===== src/pkg/serial_pkg.sv =====
package serial_pkg;

   // register bus
   localparam int ADDR_WIDTH = 8;
   localparam logic [7:0] ADDR_S0_CTRL = 8'h00;
   localparam logic [7:0] ADDR_S0_DATA = 8'h04;
   localparam logic [7:0] ADDR_S0_RELOAD_LOW = 8'h08;
   localparam logic [7:0] ADDR_S0_RELOAD_HIGH = 8'h0C;
   localparam logic [7:0] ADDR_BAUD_CFG = 8'h10;
   localparam logic [7:0] ADDR_S1_CTRL = 8'h14;
   localparam logic [7:0] ADDR_S1_DATA = 8'h18;
   localparam logic [7:0] ADDR_S1_RELOAD = 8'h1C;
   localparam logic [1:0] RESP_OKAY = 2'h0;
   localparam logic [1:0] RESP_SLVERR = 2'h2;

   // control register fields, shared by both interfaces except the mode bits; then the baud config bits
   localparam int CTRL_MODE_LSB = 6;
   localparam int CTRL_S1_MODE_B = 7;
   localparam int CTRL_BUSY = 5;
   localparam int CTRL_RX_EN = 4;
   localparam int CTRL_TX9 = 3;
   localparam int CTRL_RX9 = 2;
   localparam int CTRL_TX_DONE = 1;
   localparam int CTRL_RX_DONE = 0;
   localparam int BAUD_DOUBLER_BIT = 0;
   localparam int BAUD_GEN_SEL_BIT = 1;

   // reset values
   localparam logic [9:0] S0_RELOAD_RESET = 10'h3D9;
   localparam logic [9:0] S1_RELOAD_RESET = 10'h3B2;
   localparam logic [9:0] RELOAD_TOP = 10'h3FF;
   localparam logic BAUD_DOUBLER_RESET = 1'h0;
   localparam logic GEN_SEL_RESET = 1'h1;

   // timing counts in oscillator cycles, sample ticks per bit and bits per frame
   localparam logic [3:0] M0_PHASE_LAST = 4'hB;
   localparam logic [3:0] M0_PHASE_HIGH = 4'h6;
   localparam logic [1:0] PRESCALE_LAST_DOUBLED = 2'h1;
   localparam logic [1:0] PRESCALE_LAST_NORMAL = 2'h3;
   localparam logic [3:0] TICK_LAST = 4'hF;
   localparam logic [3:0] TICK_MID = 4'h7;
   localparam logic [3:0] FRAME_LEN_EIGHT = 4'hA;
   localparam logic [3:0] FRAME_LEN_NINE = 4'hB;

   typedef enum logic [1:0] {
      MODE_SHIFT = 2'b00,
      MODE_UART8 = 2'b01,
      MODE_UART9_FIXED = 2'b10,
      MODE_UART9_VAR = 2'b11
   } ser0_mode_t;

   typedef enum logic [1:0] {
      SHIFT_IDLE = 2'b00,
      SHIFT_TX = 2'b01,
      SHIFT_RX = 2'b10
   } shift_state_t;

   typedef struct packed {
      logic ninth;
      logic [7:0] data;
   } serial_word_t;

endpackage


===== src/rtl/async_serial_engine.sv =====
// one asynchronous transmitter and receiver, 16 sample ticks per bit
module async_serial_engine (
   input wire logic aclk,
   input wire logic aresetn,
   input wire logic sample_tick,
   input wire logic nine_bit,
   input wire logic rx_enable,
   input wire logic tx_start,
   input wire serial_pkg::serial_word_t tx_word,
   input wire logic rx_line,
   output logic tx_line,
   output logic tx_busy,
   output logic tx_done,
   output logic rx_done,
   output serial_pkg::serial_word_t rx_word
);
   logic [10:0] tx_shift;
   logic [3:0] tx_left;
   logic [3:0] tx_cnt;
   logic [3:0] rx_left;
   logic [3:0] rx_cnt;
   logic [9:0] rx_shift;
   logic rx_busy;

   // frame build and receive decode
   wire [10:0] tx_frame = nine_bit ? {1'b1, tx_word.ninth, tx_word.data, 1'b0}
                                   : {2'b11, tx_word.data, 1'b0};
   wire [3:0] frame_len = nine_bit ? serial_pkg::FRAME_LEN_NINE : serial_pkg::FRAME_LEN_EIGHT;
   wire bit_end = tx_cnt == serial_pkg::TICK_LAST;
   wire rx_mid = sample_tick && rx_busy && rx_cnt == serial_pkg::TICK_MID;
   wire rx_first = rx_left == frame_len;
   wire rx_last = rx_left == 4'h1;
   wire [7:0] rx_data_nine = rx_shift[8:1];
   wire [7:0] rx_data_next = nine_bit ? rx_data_nine : rx_shift[9:2];
   wire rx_ninth_next = nine_bit ? rx_shift[9] : rx_line;
   wire tx_ninth_in = tx_word.ninth;
   assign tx_line = tx_shift[0];

   // transmitter: shift out lsb first, idle line high
   always_ff @(posedge aclk) begin
      if (!aresetn) begin
         tx_shift <= '1;
         tx_left <= 4'h0;
         tx_cnt <= 4'h0;
         tx_busy <= 1'b0;
         tx_done <= 1'b0;
      end else begin
         tx_done <= 1'b0;
         if (!tx_busy && tx_start) begin
            tx_shift <= tx_frame;
            tx_left <= frame_len;
            tx_cnt <= 4'h0;
            tx_busy <= 1'b1;
         end else if (tx_busy && sample_tick) begin
            tx_cnt <= tx_cnt + 4'h1;
            if (bit_end) begin
               tx_shift <= {1'b1, tx_shift[10:1]};
               tx_left <= tx_left - 4'h1;
               if (tx_left == 4'h1) begin
                  tx_busy <= 1'b0;
                  tx_done <= 1'b1;
               end
            end
         end
      end
   end

   // receiver: start edge, mid-bit sampling, false start rejected
   always_ff @(posedge aclk) begin
      if (!aresetn) begin
         rx_busy <= 1'b0;
         rx_cnt <= 4'h0;
         rx_left <= 4'h0;
         rx_shift <= '0;
         rx_done <= 1'b0;
         rx_word <= '0;
      end else begin
         rx_done <= 1'b0;
         if (!rx_busy) begin
            if (rx_enable && sample_tick && !rx_line) begin
               rx_busy <= 1'b1;
               rx_cnt <= 4'h1;
               rx_left <= frame_len;
            end
         end else if (sample_tick) begin
            rx_cnt <= rx_cnt + 4'h1;
            if (rx_mid) begin
               rx_shift <= {rx_line, rx_shift[9:1]};
               rx_left <= rx_left - 4'h1;
               if (rx_first && rx_line) begin
                  rx_busy <= 1'b0;
               end else if (rx_last) begin
                  rx_busy <= 1'b0;
                  rx_done <= 1'b1;
                  rx_word <= {rx_ninth_next, rx_data_next};
               end
            end
         end
      end
   end

   property p_start_low;
      @(posedge aclk) disable iff (!aresetn) $rose(tx_busy) |-> !tx_line;
   endproperty
   a_start_low: assert property (p_start_low) else $error("start bit not low");

   property p_stop_high;
      @(posedge aclk) disable iff (!aresetn) $fell(tx_busy) |-> tx_line ##1 tx_line;
   endproperty
   a_stop_high: assert property (p_stop_high) else $error("line not high after frame");

   property p_ninth_loaded;
      @(posedge aclk) disable iff (!aresetn)
         (tx_start && !tx_busy && nine_bit) |=> tx_shift[9] == $past(tx_ninth_in);
   endproperty
   a_ninth_loaded: assert property (p_ninth_loaded) else $error("ninth bit not framed");

   property p_stop_kept;
      @(posedge aclk) disable iff (!aresetn)
         (rx_mid && rx_last && !rx_first && !nine_bit) |=> rx_done && rx_word.ninth == $past(rx_line);
   endproperty
   a_stop_kept: assert property (p_stop_kept) else $error("stop bit not stored");

   property p_nine_rx;
      @(posedge aclk) disable iff (!aresetn)
         (rx_mid && rx_last && nine_bit) |=> rx_word.data == $past(rx_data_nine);
   endproperty
   a_nine_rx: assert property (p_nine_rx) else $error("nine-bit data misplaced");

endmodule // async_serial_engine


===== src/rtl/dual_serial_ports.sv =====
// Our own choices: the AXI4-Lite interface to the registers and the register addresses.
module dual_serial_ports (
   input wire logic aclk,
   input wire logic aresetn,
   input wire logic [serial_pkg::ADDR_WIDTH-1:0] awaddr,
   input wire logic awvalid,
   output logic awready,
   input wire logic [31:0] wdata,
   input wire logic [3:0] wstrb,
   input wire logic wvalid,
   output logic wready,
   output logic [1:0] bresp,
   output logic bvalid,
   input wire logic bready,
   input wire logic [serial_pkg::ADDR_WIDTH-1:0] araddr,
   input wire logic arvalid,
   output logic arready,
   output logic [31:0] rdata,
   output logic [1:0] rresp,
   output logic rvalid,
   input wire logic rready,
   input wire logic timer1_overflow,
   input wire logic ser0_rx_pin_in,
   output logic ser0_rx_pin_out,
   output logic ser0_rx_pin_oe,
   output logic ser0_tx_pin,
   input wire logic ser1_rx_pin,
   output logic ser1_tx_pin
);
   logic aw_held, w_held, wr_lane0;
   logic [7:0] wr_addr;
   logic [31:0] wr_data;
   serial_pkg::ser0_mode_t s0_mode;
   logic s0_rx_en, ser0_tx_ninth_bit, ser0_rx_ninth_bit, s0_tx_flag, s0_rx_flag;
   logic [7:0] s0_rx_data;
   logic [9:0] ser0_reload_value, gen0, gen1, ser1_reload_value;
   logic baud_doubler, fixed_baud_prescaler, t1_phase, s1_pre;
   logic s1_mode_b, s1_rx_en, ser1_tx_ninth_bit, ser1_rx_ninth_bit, s1_tx_flag, s1_rx_flag;
   logic [7:0] s1_rx_data;
   logic [1:0] pre_cnt;
   serial_pkg::shift_state_t m0_state;
   logic [3:0] m0_phase;
   logic [2:0] m0_bit;
   logic [7:0] m0_shift;
   logic eng0_tx_line, eng0_tx_busy, eng0_tx_done, eng0_rx_done;
   logic eng1_tx_line, eng1_tx_busy, eng1_tx_done, eng1_rx_done;
   serial_pkg::serial_word_t eng0_rx_word, eng1_rx_word;

   // write channel handshake: address and data in either order
   wire aw_hs = awvalid && awready;
   wire w_hs = wvalid && wready;
   wire wr_fire = aw_held && w_held && !bvalid;
   wire next_aw_held = (aw_held || aw_hs) && !wr_fire;
   wire next_w_held = (w_held || w_hs) && !wr_fire;
   wire next_bvalid = wr_fire || (bvalid && !bready);
   wire ar_hs = arvalid && arready;
   wire next_rvalid = ar_hs || (rvalid && !rready);

   // write decode, the byte lane 0 strobe gates every register write
   wire wr_en = wr_fire && wr_lane0;
   wire wr_s0_ctrl = wr_en && wr_addr == serial_pkg::ADDR_S0_CTRL;
   wire wr_s0_data = wr_en && wr_addr == serial_pkg::ADDR_S0_DATA;
   wire wr_s0_rell = wr_en && wr_addr == serial_pkg::ADDR_S0_RELOAD_LOW;
   wire wr_s0_relh = wr_en && wr_addr == serial_pkg::ADDR_S0_RELOAD_HIGH;
   wire wr_baud = wr_en && wr_addr == serial_pkg::ADDR_BAUD_CFG;
   wire wr_s1_ctrl = wr_en && wr_addr == serial_pkg::ADDR_S1_CTRL;
   wire wr_s1_data = wr_en && wr_addr == serial_pkg::ADDR_S1_DATA;
   wire wr_s1_rel = wr_en && wr_addr == serial_pkg::ADDR_S1_RELOAD;
   wire wr_mapped = wr_addr[7:5] == 3'h0 && wr_addr[1:0] == 2'h0;
   wire rd_mapped = araddr[7:5] == 3'h0 && araddr[1:0] == 2'h0;

   // read mux
   wire m0_active = m0_state != serial_pkg::SHIFT_IDLE;
   wire [7:0] s0_ctrl_rd = {s0_mode, eng0_tx_busy | m0_active, s0_rx_en, ser0_tx_ninth_bit,
                            ser0_rx_ninth_bit, s0_tx_flag, s0_rx_flag};
   wire [7:0] s1_ctrl_rd = {s1_mode_b, 1'b0, eng1_tx_busy, s1_rx_en, ser1_tx_ninth_bit,
                            ser1_rx_ninth_bit, s1_tx_flag, s1_rx_flag};
   wire [9:0] rd_word =
      (araddr == serial_pkg::ADDR_S0_CTRL) ? {2'h0, s0_ctrl_rd} :
      (araddr == serial_pkg::ADDR_S0_DATA) ? {2'h0, s0_rx_data} :
      (araddr == serial_pkg::ADDR_S0_RELOAD_LOW) ? {2'h0, ser0_reload_value[7:0]} :
      (araddr == serial_pkg::ADDR_S0_RELOAD_HIGH) ? {8'h00, ser0_reload_value[9:8]} :
      (araddr == serial_pkg::ADDR_BAUD_CFG) ? {8'h00, fixed_baud_prescaler, baud_doubler} :
      (araddr == serial_pkg::ADDR_S1_CTRL) ? {2'h0, s1_ctrl_rd} :
      (araddr == serial_pkg::ADDR_S1_DATA) ? {2'h0, s1_rx_data} :
      (araddr == serial_pkg::ADDR_S1_RELOAD) ? ser1_reload_value : 10'h000;

   // bus slave registers
   always_ff @(posedge aclk) begin
      if (!aresetn) begin
         {aw_held, w_held, awready, wready, bvalid, arready, rvalid, wr_lane0} <= 8'h00;
         bresp <= serial_pkg::RESP_OKAY;
         rresp <= serial_pkg::RESP_OKAY;
         wr_addr <= 8'h00;
         wr_data <= 32'h0000_0000;
         rdata <= 32'h0000_0000;
      end else begin
         aw_held <= next_aw_held;
         w_held <= next_w_held;
         awready <= !next_aw_held && !next_bvalid;
         wready <= !next_w_held && !next_bvalid;
         bvalid <= next_bvalid;
         arready <= !next_rvalid;
         rvalid <= next_rvalid;
         if (aw_hs) wr_addr <= awaddr;
         if (w_hs) begin
            wr_data <= wdata;
            wr_lane0 <= wstrb[0];
         end
         if (wr_fire) bresp <= wr_mapped ? serial_pkg::RESP_OKAY : serial_pkg::RESP_SLVERR;
         if (ar_hs) begin
            rdata <= {22'h00_0000, rd_word};
            rresp <= rd_mapped ? serial_pkg::RESP_OKAY : serial_pkg::RESP_SLVERR;
         end
      end
   end

   // baud sources
   wire m0_mode = s0_mode == serial_pkg::MODE_SHIFT;
   wire [1:0] pre_last = baud_doubler ? serial_pkg::PRESCALE_LAST_DOUBLED
                                      : serial_pkg::PRESCALE_LAST_NORMAL;
   wire pre_tick = pre_cnt == pre_last;
   wire gen0_wrap = gen0 == serial_pkg::RELOAD_TOP;
   wire gen0_tick = pre_tick && gen0_wrap;
   wire t1_tick = timer1_overflow && (baud_doubler || t1_phase);
   wire s0_var_tick = fixed_baud_prescaler ? gen0_tick : t1_tick;
   wire s0_tick = (s0_mode == serial_pkg::MODE_UART9_FIXED) ? pre_tick : s0_var_tick;
   wire gen1_wrap = gen1 == serial_pkg::RELOAD_TOP;
   wire s1_tick = s1_pre && gen1_wrap;

   // prescalers and reloadable generators
   always_ff @(posedge aclk) begin
      if (!aresetn) begin
         pre_cnt <= 2'h0;
         gen0 <= serial_pkg::S0_RELOAD_RESET;
         gen1 <= serial_pkg::S1_RELOAD_RESET;
         t1_phase <= 1'b0;
         s1_pre <= 1'b0;
      end else begin
         pre_cnt <= pre_tick ? 2'h0 : pre_cnt + 2'h1;
         if (pre_tick) gen0 <= gen0_wrap ? ser0_reload_value : gen0 + 10'h001;
         if (timer1_overflow) t1_phase <= !t1_phase;
         s1_pre <= !s1_pre;
         if (s1_pre) gen1 <= gen1_wrap ? ser1_reload_value : gen1 + 10'h001;
      end
   end

   // shift mode sequencing
   wire m0_tx_go = wr_s0_data && m0_mode && !m0_active;
   wire m0_rx_go = m0_mode && !m0_active && s0_rx_en && !s0_rx_flag && !m0_tx_go;
   wire phase_end = m0_phase == serial_pkg::M0_PHASE_LAST;
   wire m0_last = m0_bit == 3'h7;
   wire m0_in = (m0_state == serial_pkg::SHIFT_RX) && ser0_rx_pin_in;
   wire m0_tx_done = m0_state == serial_pkg::SHIFT_TX && phase_end && m0_last;
   wire m0_rx_done = m0_state == serial_pkg::SHIFT_RX && phase_end && m0_last;
   wire m0_clock = !m0_active || m0_phase >= serial_pkg::M0_PHASE_HIGH;

   always_ff @(posedge aclk) begin
      if (!aresetn) begin
         m0_state <= serial_pkg::SHIFT_IDLE;
         m0_phase <= 4'h0;
         m0_bit <= 3'h0;
         m0_shift <= 8'h00;
      end else begin
         unique case (m0_state)
            serial_pkg::SHIFT_IDLE: begin
               m0_phase <= 4'h0;
               m0_bit <= 3'h0;
               if (m0_tx_go) begin
                  m0_state <= serial_pkg::SHIFT_TX;
                  m0_shift <= wr_data[7:0];
               end else if (m0_rx_go) begin
                  m0_state <= serial_pkg::SHIFT_RX;
               end
            end
            serial_pkg::SHIFT_TX, serial_pkg::SHIFT_RX: begin
               m0_phase <= phase_end ? 4'h0 : m0_phase + 4'h1;
               if (phase_end) begin
                  m0_shift <= {m0_in, m0_shift[7:1]};
                  m0_bit <= m0_bit + 3'h1;
                  if (m0_last) m0_state <= serial_pkg::SHIFT_IDLE;
               end
            end
            default: m0_state <= serial_pkg::SHIFT_IDLE;
         endcase
      end
   end

   // registered pins
   always_ff @(posedge aclk) begin
      if (!aresetn) begin
         ser0_tx_pin <= 1'b1;
         ser0_rx_pin_out <= 1'b0;
         ser0_rx_pin_oe <= 1'b0;
         ser1_tx_pin <= 1'b1;
      end else begin
         ser0_tx_pin <= m0_mode ? m0_clock : eng0_tx_line;
         ser0_rx_pin_out <= m0_shift[0];
         ser0_rx_pin_oe <= m0_state == serial_pkg::SHIFT_TX;
         ser1_tx_pin <= eng1_tx_line;
      end
   end

   // software registers and hardware flags, set wins over clear
   always_ff @(posedge aclk) begin
      if (!aresetn) begin
         s0_mode <= serial_pkg::MODE_SHIFT;
         {s0_rx_en, ser0_tx_ninth_bit, ser0_rx_ninth_bit, s0_tx_flag, s0_rx_flag} <= 5'h00;
         {s1_mode_b, s1_rx_en, ser1_tx_ninth_bit, ser1_rx_ninth_bit, s1_tx_flag, s1_rx_flag} <= 6'h00;
         s0_rx_data <= 8'h00;
         s1_rx_data <= 8'h00;
         ser0_reload_value <= serial_pkg::S0_RELOAD_RESET;
         ser1_reload_value <= serial_pkg::S1_RELOAD_RESET;
         baud_doubler <= serial_pkg::BAUD_DOUBLER_RESET;
         fixed_baud_prescaler <= serial_pkg::GEN_SEL_RESET;
      end else begin
         if (wr_s0_ctrl) begin
            s0_mode <= serial_pkg::ser0_mode_t'(wr_data[serial_pkg::CTRL_MODE_LSB +: 2]);
            s0_rx_en <= wr_data[serial_pkg::CTRL_RX_EN];
            ser0_tx_ninth_bit <= wr_data[serial_pkg::CTRL_TX9];
         end
         if (wr_s1_ctrl) begin
            s1_mode_b <= wr_data[serial_pkg::CTRL_S1_MODE_B];
            s1_rx_en <= wr_data[serial_pkg::CTRL_RX_EN];
            ser1_tx_ninth_bit <= wr_data[serial_pkg::CTRL_TX9];
         end
         if (wr_s0_rell) ser0_reload_value[7:0] <= wr_data[7:0];
         if (wr_s0_relh) ser0_reload_value[9:8] <= wr_data[1:0];
         if (wr_s1_rel) ser1_reload_value <= wr_data[9:0];
         if (wr_baud) begin
            baud_doubler <= wr_data[serial_pkg::BAUD_DOUBLER_BIT];
            fixed_baud_prescaler <= wr_data[serial_pkg::BAUD_GEN_SEL_BIT];
         end
         s0_tx_flag <= m0_tx_done | eng0_tx_done
                       | (s0_tx_flag & ~(wr_s0_ctrl & wr_data[serial_pkg::CTRL_TX_DONE]));
         s0_rx_flag <= m0_rx_done | eng0_rx_done
                       | (s0_rx_flag & ~(wr_s0_ctrl & wr_data[serial_pkg::CTRL_RX_DONE]));
         s1_tx_flag <= eng1_tx_done
                       | (s1_tx_flag & ~(wr_s1_ctrl & wr_data[serial_pkg::CTRL_TX_DONE]));
         s1_rx_flag <= eng1_rx_done
                       | (s1_rx_flag & ~(wr_s1_ctrl & wr_data[serial_pkg::CTRL_RX_DONE]));
         if (m0_rx_done) s0_rx_data <= {ser0_rx_pin_in, m0_shift[7:1]};
         if (eng0_rx_done) begin
            s0_rx_data <= eng0_rx_word.data;
            ser0_rx_ninth_bit <= eng0_rx_word.ninth;
         end
         if (eng1_rx_done) begin
            s1_rx_data <= eng1_rx_word.data;
            ser1_rx_ninth_bit <= eng1_rx_word.ninth;
         end
      end
   end

   // asynchronous engines
   async_serial_engine u_eng0 (
      .aclk(aclk),
      .aresetn(aresetn),
      .sample_tick(s0_tick),
      .nine_bit(s0_mode[1]),
      .rx_enable(s0_rx_en && !m0_mode),
      .tx_start(wr_s0_data && !m0_mode),
      .tx_word({ser0_tx_ninth_bit, wr_data[7:0]}),
      .rx_line(ser0_rx_pin_in),
      .tx_line(eng0_tx_line),
      .tx_busy(eng0_tx_busy),
      .tx_done(eng0_tx_done),
      .rx_done(eng0_rx_done),
      .rx_word(eng0_rx_word)
   );

   async_serial_engine u_eng1 (
      .aclk(aclk),
      .aresetn(aresetn),
      .sample_tick(s1_tick),
      .nine_bit(!s1_mode_b),
      .rx_enable(s1_rx_en),
      .tx_start(wr_s1_data),
      .tx_word({ser1_tx_ninth_bit, wr_data[7:0]}),
      .rx_line(ser1_rx_pin),
      .tx_line(eng1_tx_line),
      .tx_busy(eng1_tx_busy),
      .tx_done(eng1_tx_done),
      .rx_done(eng1_rx_done),
      .rx_word(eng1_rx_word)
   );

   property p_m0_clock_high;
      @(posedge aclk) disable iff (!aresetn)
         (m0_state == serial_pkg::SHIFT_TX && $rose(ser0_tx_pin)) |-> ser0_tx_pin [*6];
   endproperty
   a_m0_clock_high: assert property (p_m0_clock_high) else $error("shift clock high time wrong");

   property p_m0_drive;
      @(posedge aclk) disable iff (!aresetn)
         m0_active |=> ser0_rx_pin_oe == ($past(m0_state) == serial_pkg::SHIFT_TX);
   endproperty
   a_m0_drive: assert property (p_m0_drive) else $error("receive pin drive wrong");

   property p_mode2_rate;
      @(posedge aclk) disable iff (!aresetn)
         (s0_mode == serial_pkg::MODE_UART9_FIXED && baud_doubler && !wr_baud && s0_tick)
            |=> !s0_tick ##1 s0_tick;
   endproperty
   a_mode2_rate: assert property (p_mode2_rate) else $error("mode 2 doubled rate wrong");

   property p_reload_reset;
      @(posedge aclk) disable iff (!aresetn)
         $rose(aresetn) |-> ser0_reload_value == serial_pkg::S0_RELOAD_RESET;
   endproperty
   a_reload_reset: assert property (p_reload_reset) else $error("reload reset value wrong");

   property p_gen0_reload;
      @(posedge aclk) disable iff (!aresetn) gen0_tick |=> gen0 == $past(ser0_reload_value);
   endproperty
   a_gen0_reload: assert property (p_gen0_reload) else $error("generator 0 reload missed");

   property p_gen1_step;
      @(posedge aclk) disable iff (!aresetn) (gen1 != $past(gen1)) |=> $stable(gen1);
   endproperty
   a_gen1_step: assert property (p_gen1_step) else $error("generator 1 prescale wrong");

   c_m0_tx: cover property (@(posedge aclk) disable iff (!aresetn) m0_tx_done);
   c_s0_rx: cover property (@(posedge aclk) disable iff (!aresetn) eng0_rx_done);
   c_s1_rx: cover property (@(posedge aclk) disable iff (!aresetn) eng1_rx_done && !s1_mode_b);
   c_s0_tx: cover property (@(posedge aclk) disable iff (!aresetn) eng0_tx_done);

endmodule // dual_serial_ports

===== config.mk =====
export PLATFORM = sky130hd
export DESIGN_NAME = dual_serial_ports
export DESIGN_NICKNAME = d
export VERILOG_FILES = /design/src/pkg/serial_pkg.sv /design/src/rtl/async_serial_engine.sv /design/src/rtl/dual_serial_ports.sv
export SDC_FILE = /design/constraint.sdc
export NUM_CORES = 1
export LEC_CHECK = 0
export ABC_CLOCK_PERIOD_IN_PS = 2200
export BUFFER_PORTS_ARGS = -buffer_cell sky130_fd_sc_hd__buf_4
export CORE_MARGIN = 10
export CORE_UTILIZATION = 40
export CTS_BUF_LIST = sky130_fd_sc_hd__clkbuf_8
export DETAILED_ROUTE_END_ITERATION = 6
export GPL_TIMING_DRIVEN = 0
export PLACE_DENSITY = 0.62
export SYNTH_ARGS = -nofsm -noshare
export SYNTH_HDL_FRONTEND = slang
export SYNTH_HIERARCHICAL = 1
export SYNTH_SLANG_ARGS = --single-unit

===== constraint.sdc =====
create_clock -name aclk -period 2.2 [get_ports aclk]
set_input_delay 0.33 -clock aclk [delete_from_list [all_inputs] [get_ports aclk]]
set_output_delay 0.33 -clock aclk [all_outputs]
set_load 0.01 [all_outputs]

Yosys cells after proc, flatten, opt, wreduce, memory -nomap -nowiden
Cells that the tools add are included.
- flip-flop bits (word level): 236
- output and inout bits: 45
- word-level logic and storage cells: 361
- $add $sub $neg: 13
- $lt $le $gt $ge: 1
- eq/ne operators: 40
- mux-type cells: 88
- bitwise operators: 32
- reduce and logical (&&, ||, !) cells: 118
- operators by type and width (kind ; number):
    two-way mux 10 bit ; 12
    two-way mux 4 bit ; 21
    two-way mux 11 bit ; 6
    == test 8 x 5 -> 1 bit, second input constant ; 8
    logical AND 1 bit ; 52
    two-way mux 8 bit ; 6
    == test 8 x 4 -> 1 bit, second input constant ; 4
    two-way mux 1 bit ; 31
    AND reduction 3 bit ; 8
    nonzero test 2 bit ; 11
    adder 10 x 1 -> 10 bit, second input constant ; 2
    adder 4 x 1 -> 4 bit, second input constant ; 5
    == test 10 bit, second input constant ; 2
    logical NOT 1 bit ; 18
    NOT 1 bit ; 17
    == test 4 x 1 -> 1 bit, second input constant ; 4
    == test 8 x 3 -> 1 bit, second input constant ; 2
    logical NOT 8 bit ; 2
    case mux 8 bit (2 select lines) ; 1
    subtractor 4 x 1 -> 4 bit, second input constant ; 4
    two-way mux 2 bit ; 7
    == test 4 bit, second input constant ; 3
    inequality test 2 bit, second input constant ; 5
    AND reduction 2 bit ; 5
    24 further kinds ; 56

Longest topological paths before layout
- depth in word-level cells: 11
- gate-level depth with buffers: 12

Cells and area by module
The synthesis kept the hierarchy.
- modules (own cells, without submodules) (module ; instances ; cells an instance ; area each (µm²) ; seq. area each (µm²)):
    dual_serial_ports ; 1 ; 742 ; 6470.0 ; 2682.6
    async_serial_engine ; 2 ; 278 ; 2408.6 ; 960.9

Worst setup path before layout
OpenSTA, ideal clock, no wires.
- kind: reg-to-reg
- start: reg gen0[0]
- end: reg u_eng0/rx_word[0] (netlist bit)
- arrival: 2.153 ns
- setup slack: -0.072 ns
- stages on the path, launching flop included: 12
- path buffers: 3
- clock period less this slack: 2.272 ns
- cell sequence: dfxtp_1 > ha_1 > and2_1 > and4_1 > buf_2 > a31oi_1 > nor2_1 > buf_4 > nand2_2 > or4_4 > buf_6 > mux2i_1
- cells in the longest elaborated chain, start to end: 7
- RTL lines (what ; RTL line ; RTL):
    from (decl) ; dual_serial_ports.sv:36 ; logic [9:0] ser0_reload_value, gen0, gen1, ser1_reload_value;
    from (signal assigned) ; dual_serial_ports.sv:135 ; gen0 <= serial_pkg::S0_RELOAD_RESET;
    from (signal assigned) ; dual_serial_ports.sv:141 ; if (pre_tick) gen0 <= gen0_wrap ? ser0_reload_value : gen0 + 10'h001;
    == test 10 bit (*) ; dual_serial_ports.sv:123 ; wire gen0_wrap = gen0 == serial_pkg::RELOAD_TOP;
    logical AND 1 bit (*) ; dual_serial_ports.sv:124 ; wire gen0_tick = pre_tick && gen0_wrap;
    two-way mux 1 bit (*) ; dual_serial_ports.sv:126 ; wire s0_var_tick = fixed_baud_prescaler ? gen0_tick : t1_tick;
    two-way mux 1 bit (*) ; dual_serial_ports.sv:127 ; wire s0_tick = (s0_mode == serial_pkg::MODE_UART9_FIXED) ? pre_tick : s0_var_tick;
    net s0_tick ; dual_serial_ports.sv:127 ;
    logical AND 1 bit (2 in a row) ; async_serial_engine.sv:30 ; wire rx_mid = sample_tick && rx_busy && rx_cnt == serial_pkg::TICK_MID;
    AND reduction 5 bit (no source line) (*) ; -- ;
    to (signal assigned) ; async_serial_engine.sv:95 ; rx_word <= {rx_ninth_next, rx_data_next};
    to (decl) ; async_serial_engine.sv:15 ; output serial_pkg::serial_word_t rx_word
The timed path passes the listed nets; every way through them passes the cells marked *.
A chain may end at the register's enable or synchronous reset.

Worst setup path in the final report
- start: reg gen0[0]
- end: reg u_eng0/rx_word[3] (netlist bit)
The elaborated chain is that of the path after synthesis.

==> results.cfg <==
[cells_and_area]
post-route-util_pct = 49.6
numnets_final = 1535
fin_cells = 1859
diodes = 0
top_library_cells_by_usage_in_the_layout_fill_and_taps_aside = sky130_fd_sc_hd__dfxtp_1 (220), sky130_fd_sc_hd__nand2_1 (127), sky130_fd_sc_hd__buf_4 (111)
leading_cell_type_in_the_layout_fill_and_taps_excluded = sky130_fd_sc_hd__dfxtp_1
fillCellCount = 2692
area.growth.synth_to_final_pct = 22.2
drive_above_1_share_pct = 20.5

[sta]
period_needed_ns = 2.30
fin_crit_sh_pct = 104
final_hold_viol_count = 0
finalSetupViolations = 19
worst_pin_slew_ns = 0.874
rsz0062_at_grt = true
clock-skew-final_ns = 0.0364
achievable-frequency_mhz = 435
slew_violations = 0
timing.slew.headroom_pct = 41.8
setup_total_negative_slack_ns = -0.732
timing.final.ws_setup_ns = -0.0969

[cts]
clkSlewWorstSetupHoldPaths_ns = 0.05
cts-buffers-inserted = 43
cts_tree = done
cts_root_buf = sky130_fd_sc_hd__clkbuf_8
ctsLongestPathBuffers = 3
h-tree-depth = 2
clock_sink_count = 230
clk-insertion-delay-late_ns = 0.56

[logic_synthesis]
ys_ff_latch = 230
average_cell_area_after_synthesis_um2 = 8.70
synth_enable_flop_cells = 0
synth_seq_area_share_pct = 40.8
synthesized_instance_count = 1298
yosysWarnings = 6
netlist_area_um2 = 11300
postSynth.asyncResetShare_pct = 0
top_flip_flop_cell_by_instance_count_after_synthesis = sky130_fd_sc_hd__dfxtp_1
ys_types = 84

[drt]
totalWireLength_um = 33700
detail_route.wl_per_cell_um = 18.1
drc = 0
post_drt_via_cell_ratio = 5.48
routed-via-count = 10200
final_antenna_net_count = 0
drt-initial-drc-count = 696
drtPass1Iterations = 5

[floorplanning]
effective_utilization_at_floorplan_pct = 40.6
num_rows = 61
i_o_pins = 107
die_area_um2 = 35300
die_h_um = 188
core_area_um2 = 27800
dieWidth_um = 188

[setup_path]
worst_ep_arrival_time_ns = 2.72
critical_path.reg2reg.startpoint = gen0[0]
worst-path-max-fanout = 5
critical_path.endpoint_type = flop
cp_slowest_cell = sky130_fd_sc_hd__or4_4
critPathRequiredTime_ns = 2.62
crit_chain = ha_4 -> and2_4 -> and4_4 -> a31oi_4 -> nor2_2 -> buf_6 -> buf_8 -> nand2_8 -> or4_4 -> mux2i_1
worst_setup_path_startpoint = gen0[0]
critPathMaxStageDelay_ns = 0.57
worst-setup-path-type = reg2reg
cp_launch_type = flop

[grt]
grt_max_degree = 16
gr-usage-all-layers_pct = 18.3
first_pass_grt_wire_length_um = 53000
grt_pass1_vias = 9648
initial_antenna_violation_count = 0
overflow = 0

[min_path]
min_path_type = in2reg
worst_hold_startpoint = awaddr[4]

[power_and_ir_drop]
power.density_nw_per_um2 = 639
p_leak_nw = 5.62
ir_worst_vdd_uv = 329

[placed_design]
gp_congestion = 0.918
numPlacedInstances = 1753
io_buffer_count = 54
hpwl_um = 23200

[run_status]
result_of_the_run = finished with violations
violations = setup timing

[flow_run]
max_cap_violations = 0
==> worst max-delay path, delay by kind of cell, from the launching register on <==
family | cells | cell delay [ns]
AOI/OAI and AO/OA | 1 | 0.09
DFF | 1 | 0.36
buffers and inverters | 2 | 0.28
adders and majority gates | 1 | 0.14
and+or+nand+nor | 5 | 1.15
muxes | 1 | 0.15
==> synthesized netlist by cell type (all sizes together) (16+ instances only) <==
cell | instances | share of area [%]
dfxtp | 230 | 41
mux2i | 79 | 7.0
nand4 | 25 | 1.6
clkbuf | 55 | 1.9
a21oi | 92 | 4.2
nor4 | 22 | 1.4
o21ai | 72 | 3.2
inv | 43 | 1.4
mux2 | 26 | 2.6
nand2 | 132 | 4.4
nor2 | 71 | 2.4
ha | 22 | 2.4
buf | 54 | 3.3
nor3 | 54 | 2.5
nand2b | 28 | 1.6
nand3 | 57 | 2.6
and2 | 16 | 0.90
a211oi | 21 | 1.4
==> sequential cells by signal (all words and copies together), names as in the netlist, 10 cells and up <==
name	cells
rdata	10
u_eng1/tx_shift	10
wr_data	10
ser1_reload_value	10
ser0_reload_value	10
u_eng0/tx_shift	10
gen1	10
gen0	10
==> timing repair <==
item | 4_1_cts | 5_1_grt
endpoints found under the setup margin | 92 | 88
hold endpoints to repair | 1 | 0
resized for setup | 38 | 57
gates cloned | 1 | 1
setup buffers | 16 | 19
pin swaps | 10 | 17
hold buffers | 1 | 0
==> worst paths after layout <==
path	endpoint	cells after the start	slack (ns)
min	wr_addr[4]	3	0.03
max	u_eng0/rx_word[3]	10	-0.1
max reg2reg	u_eng0/rx_word[3]	10	-0.1
min reg2reg	s1_tx_flag	2	0.40
==> per-stage QoR <==
step                power (mW)  cell area, µm²  hold WS [ns]  setup slack [ns]
detailed placement        4.85           12300         0.428            -0.673
global route              9.13           13800        0.0106            -0.145
finish                    8.81           13800        0.0258           -0.0969
CTS                       8.86           13400       0.00242            -0.131
global placement          4.84           12300         0.426            -0.698
floorplan                 4.64           11400         0.411           0.00844
==> where the power goes <==
part	leakage, nW	switching [mW]	internal, mW	total (mW)
combinational	3.26	0.309	0.210	0.518
clock	0.494	1.81	2.20	4.01
sequential	1.86	0.0753	4.21	4.28
==> cell type report <==
cell class,count,area [µm²],share of cell area (%)
multi-input cells,940,6350,46.1
flip-flops and latches,230,4620,33.5
clock buffers,54,743,5.39
repair buffers,91,731,5.30
plain buffers,102,612,4.44
well taps,378,473,3.43
inverters,43,161,1.17
clock inverters,21,92.6,0.671
==> logic make-up after synthesis <==
group,Yosys count,synth area share (%)
flops,230,40.8
mux,105,9.63
xor+xnor,10,0.843
fa+ha+maj,22,2.44
buf+inv,152,6.68
compound gates,290,16.4
other cells,1,0.0332
simple gates,488,23.2
==> metal layers <==
layer / GRT usage (%) / share of wire [%] / vias up / wire length, µm
li1: - / - / 4997 / -
met1: 23.5 / 46 / 4828 / 15400
met2: 30.2 / 46 / 305 / 15500
met3: 3.38 / 5.9 / 61 / 1990
met4: 5.78 / 2.4 / 0 / 811
met5: 0 / 0 / - / 0
No activity file was read; power rests on OpenSTA's default activity.
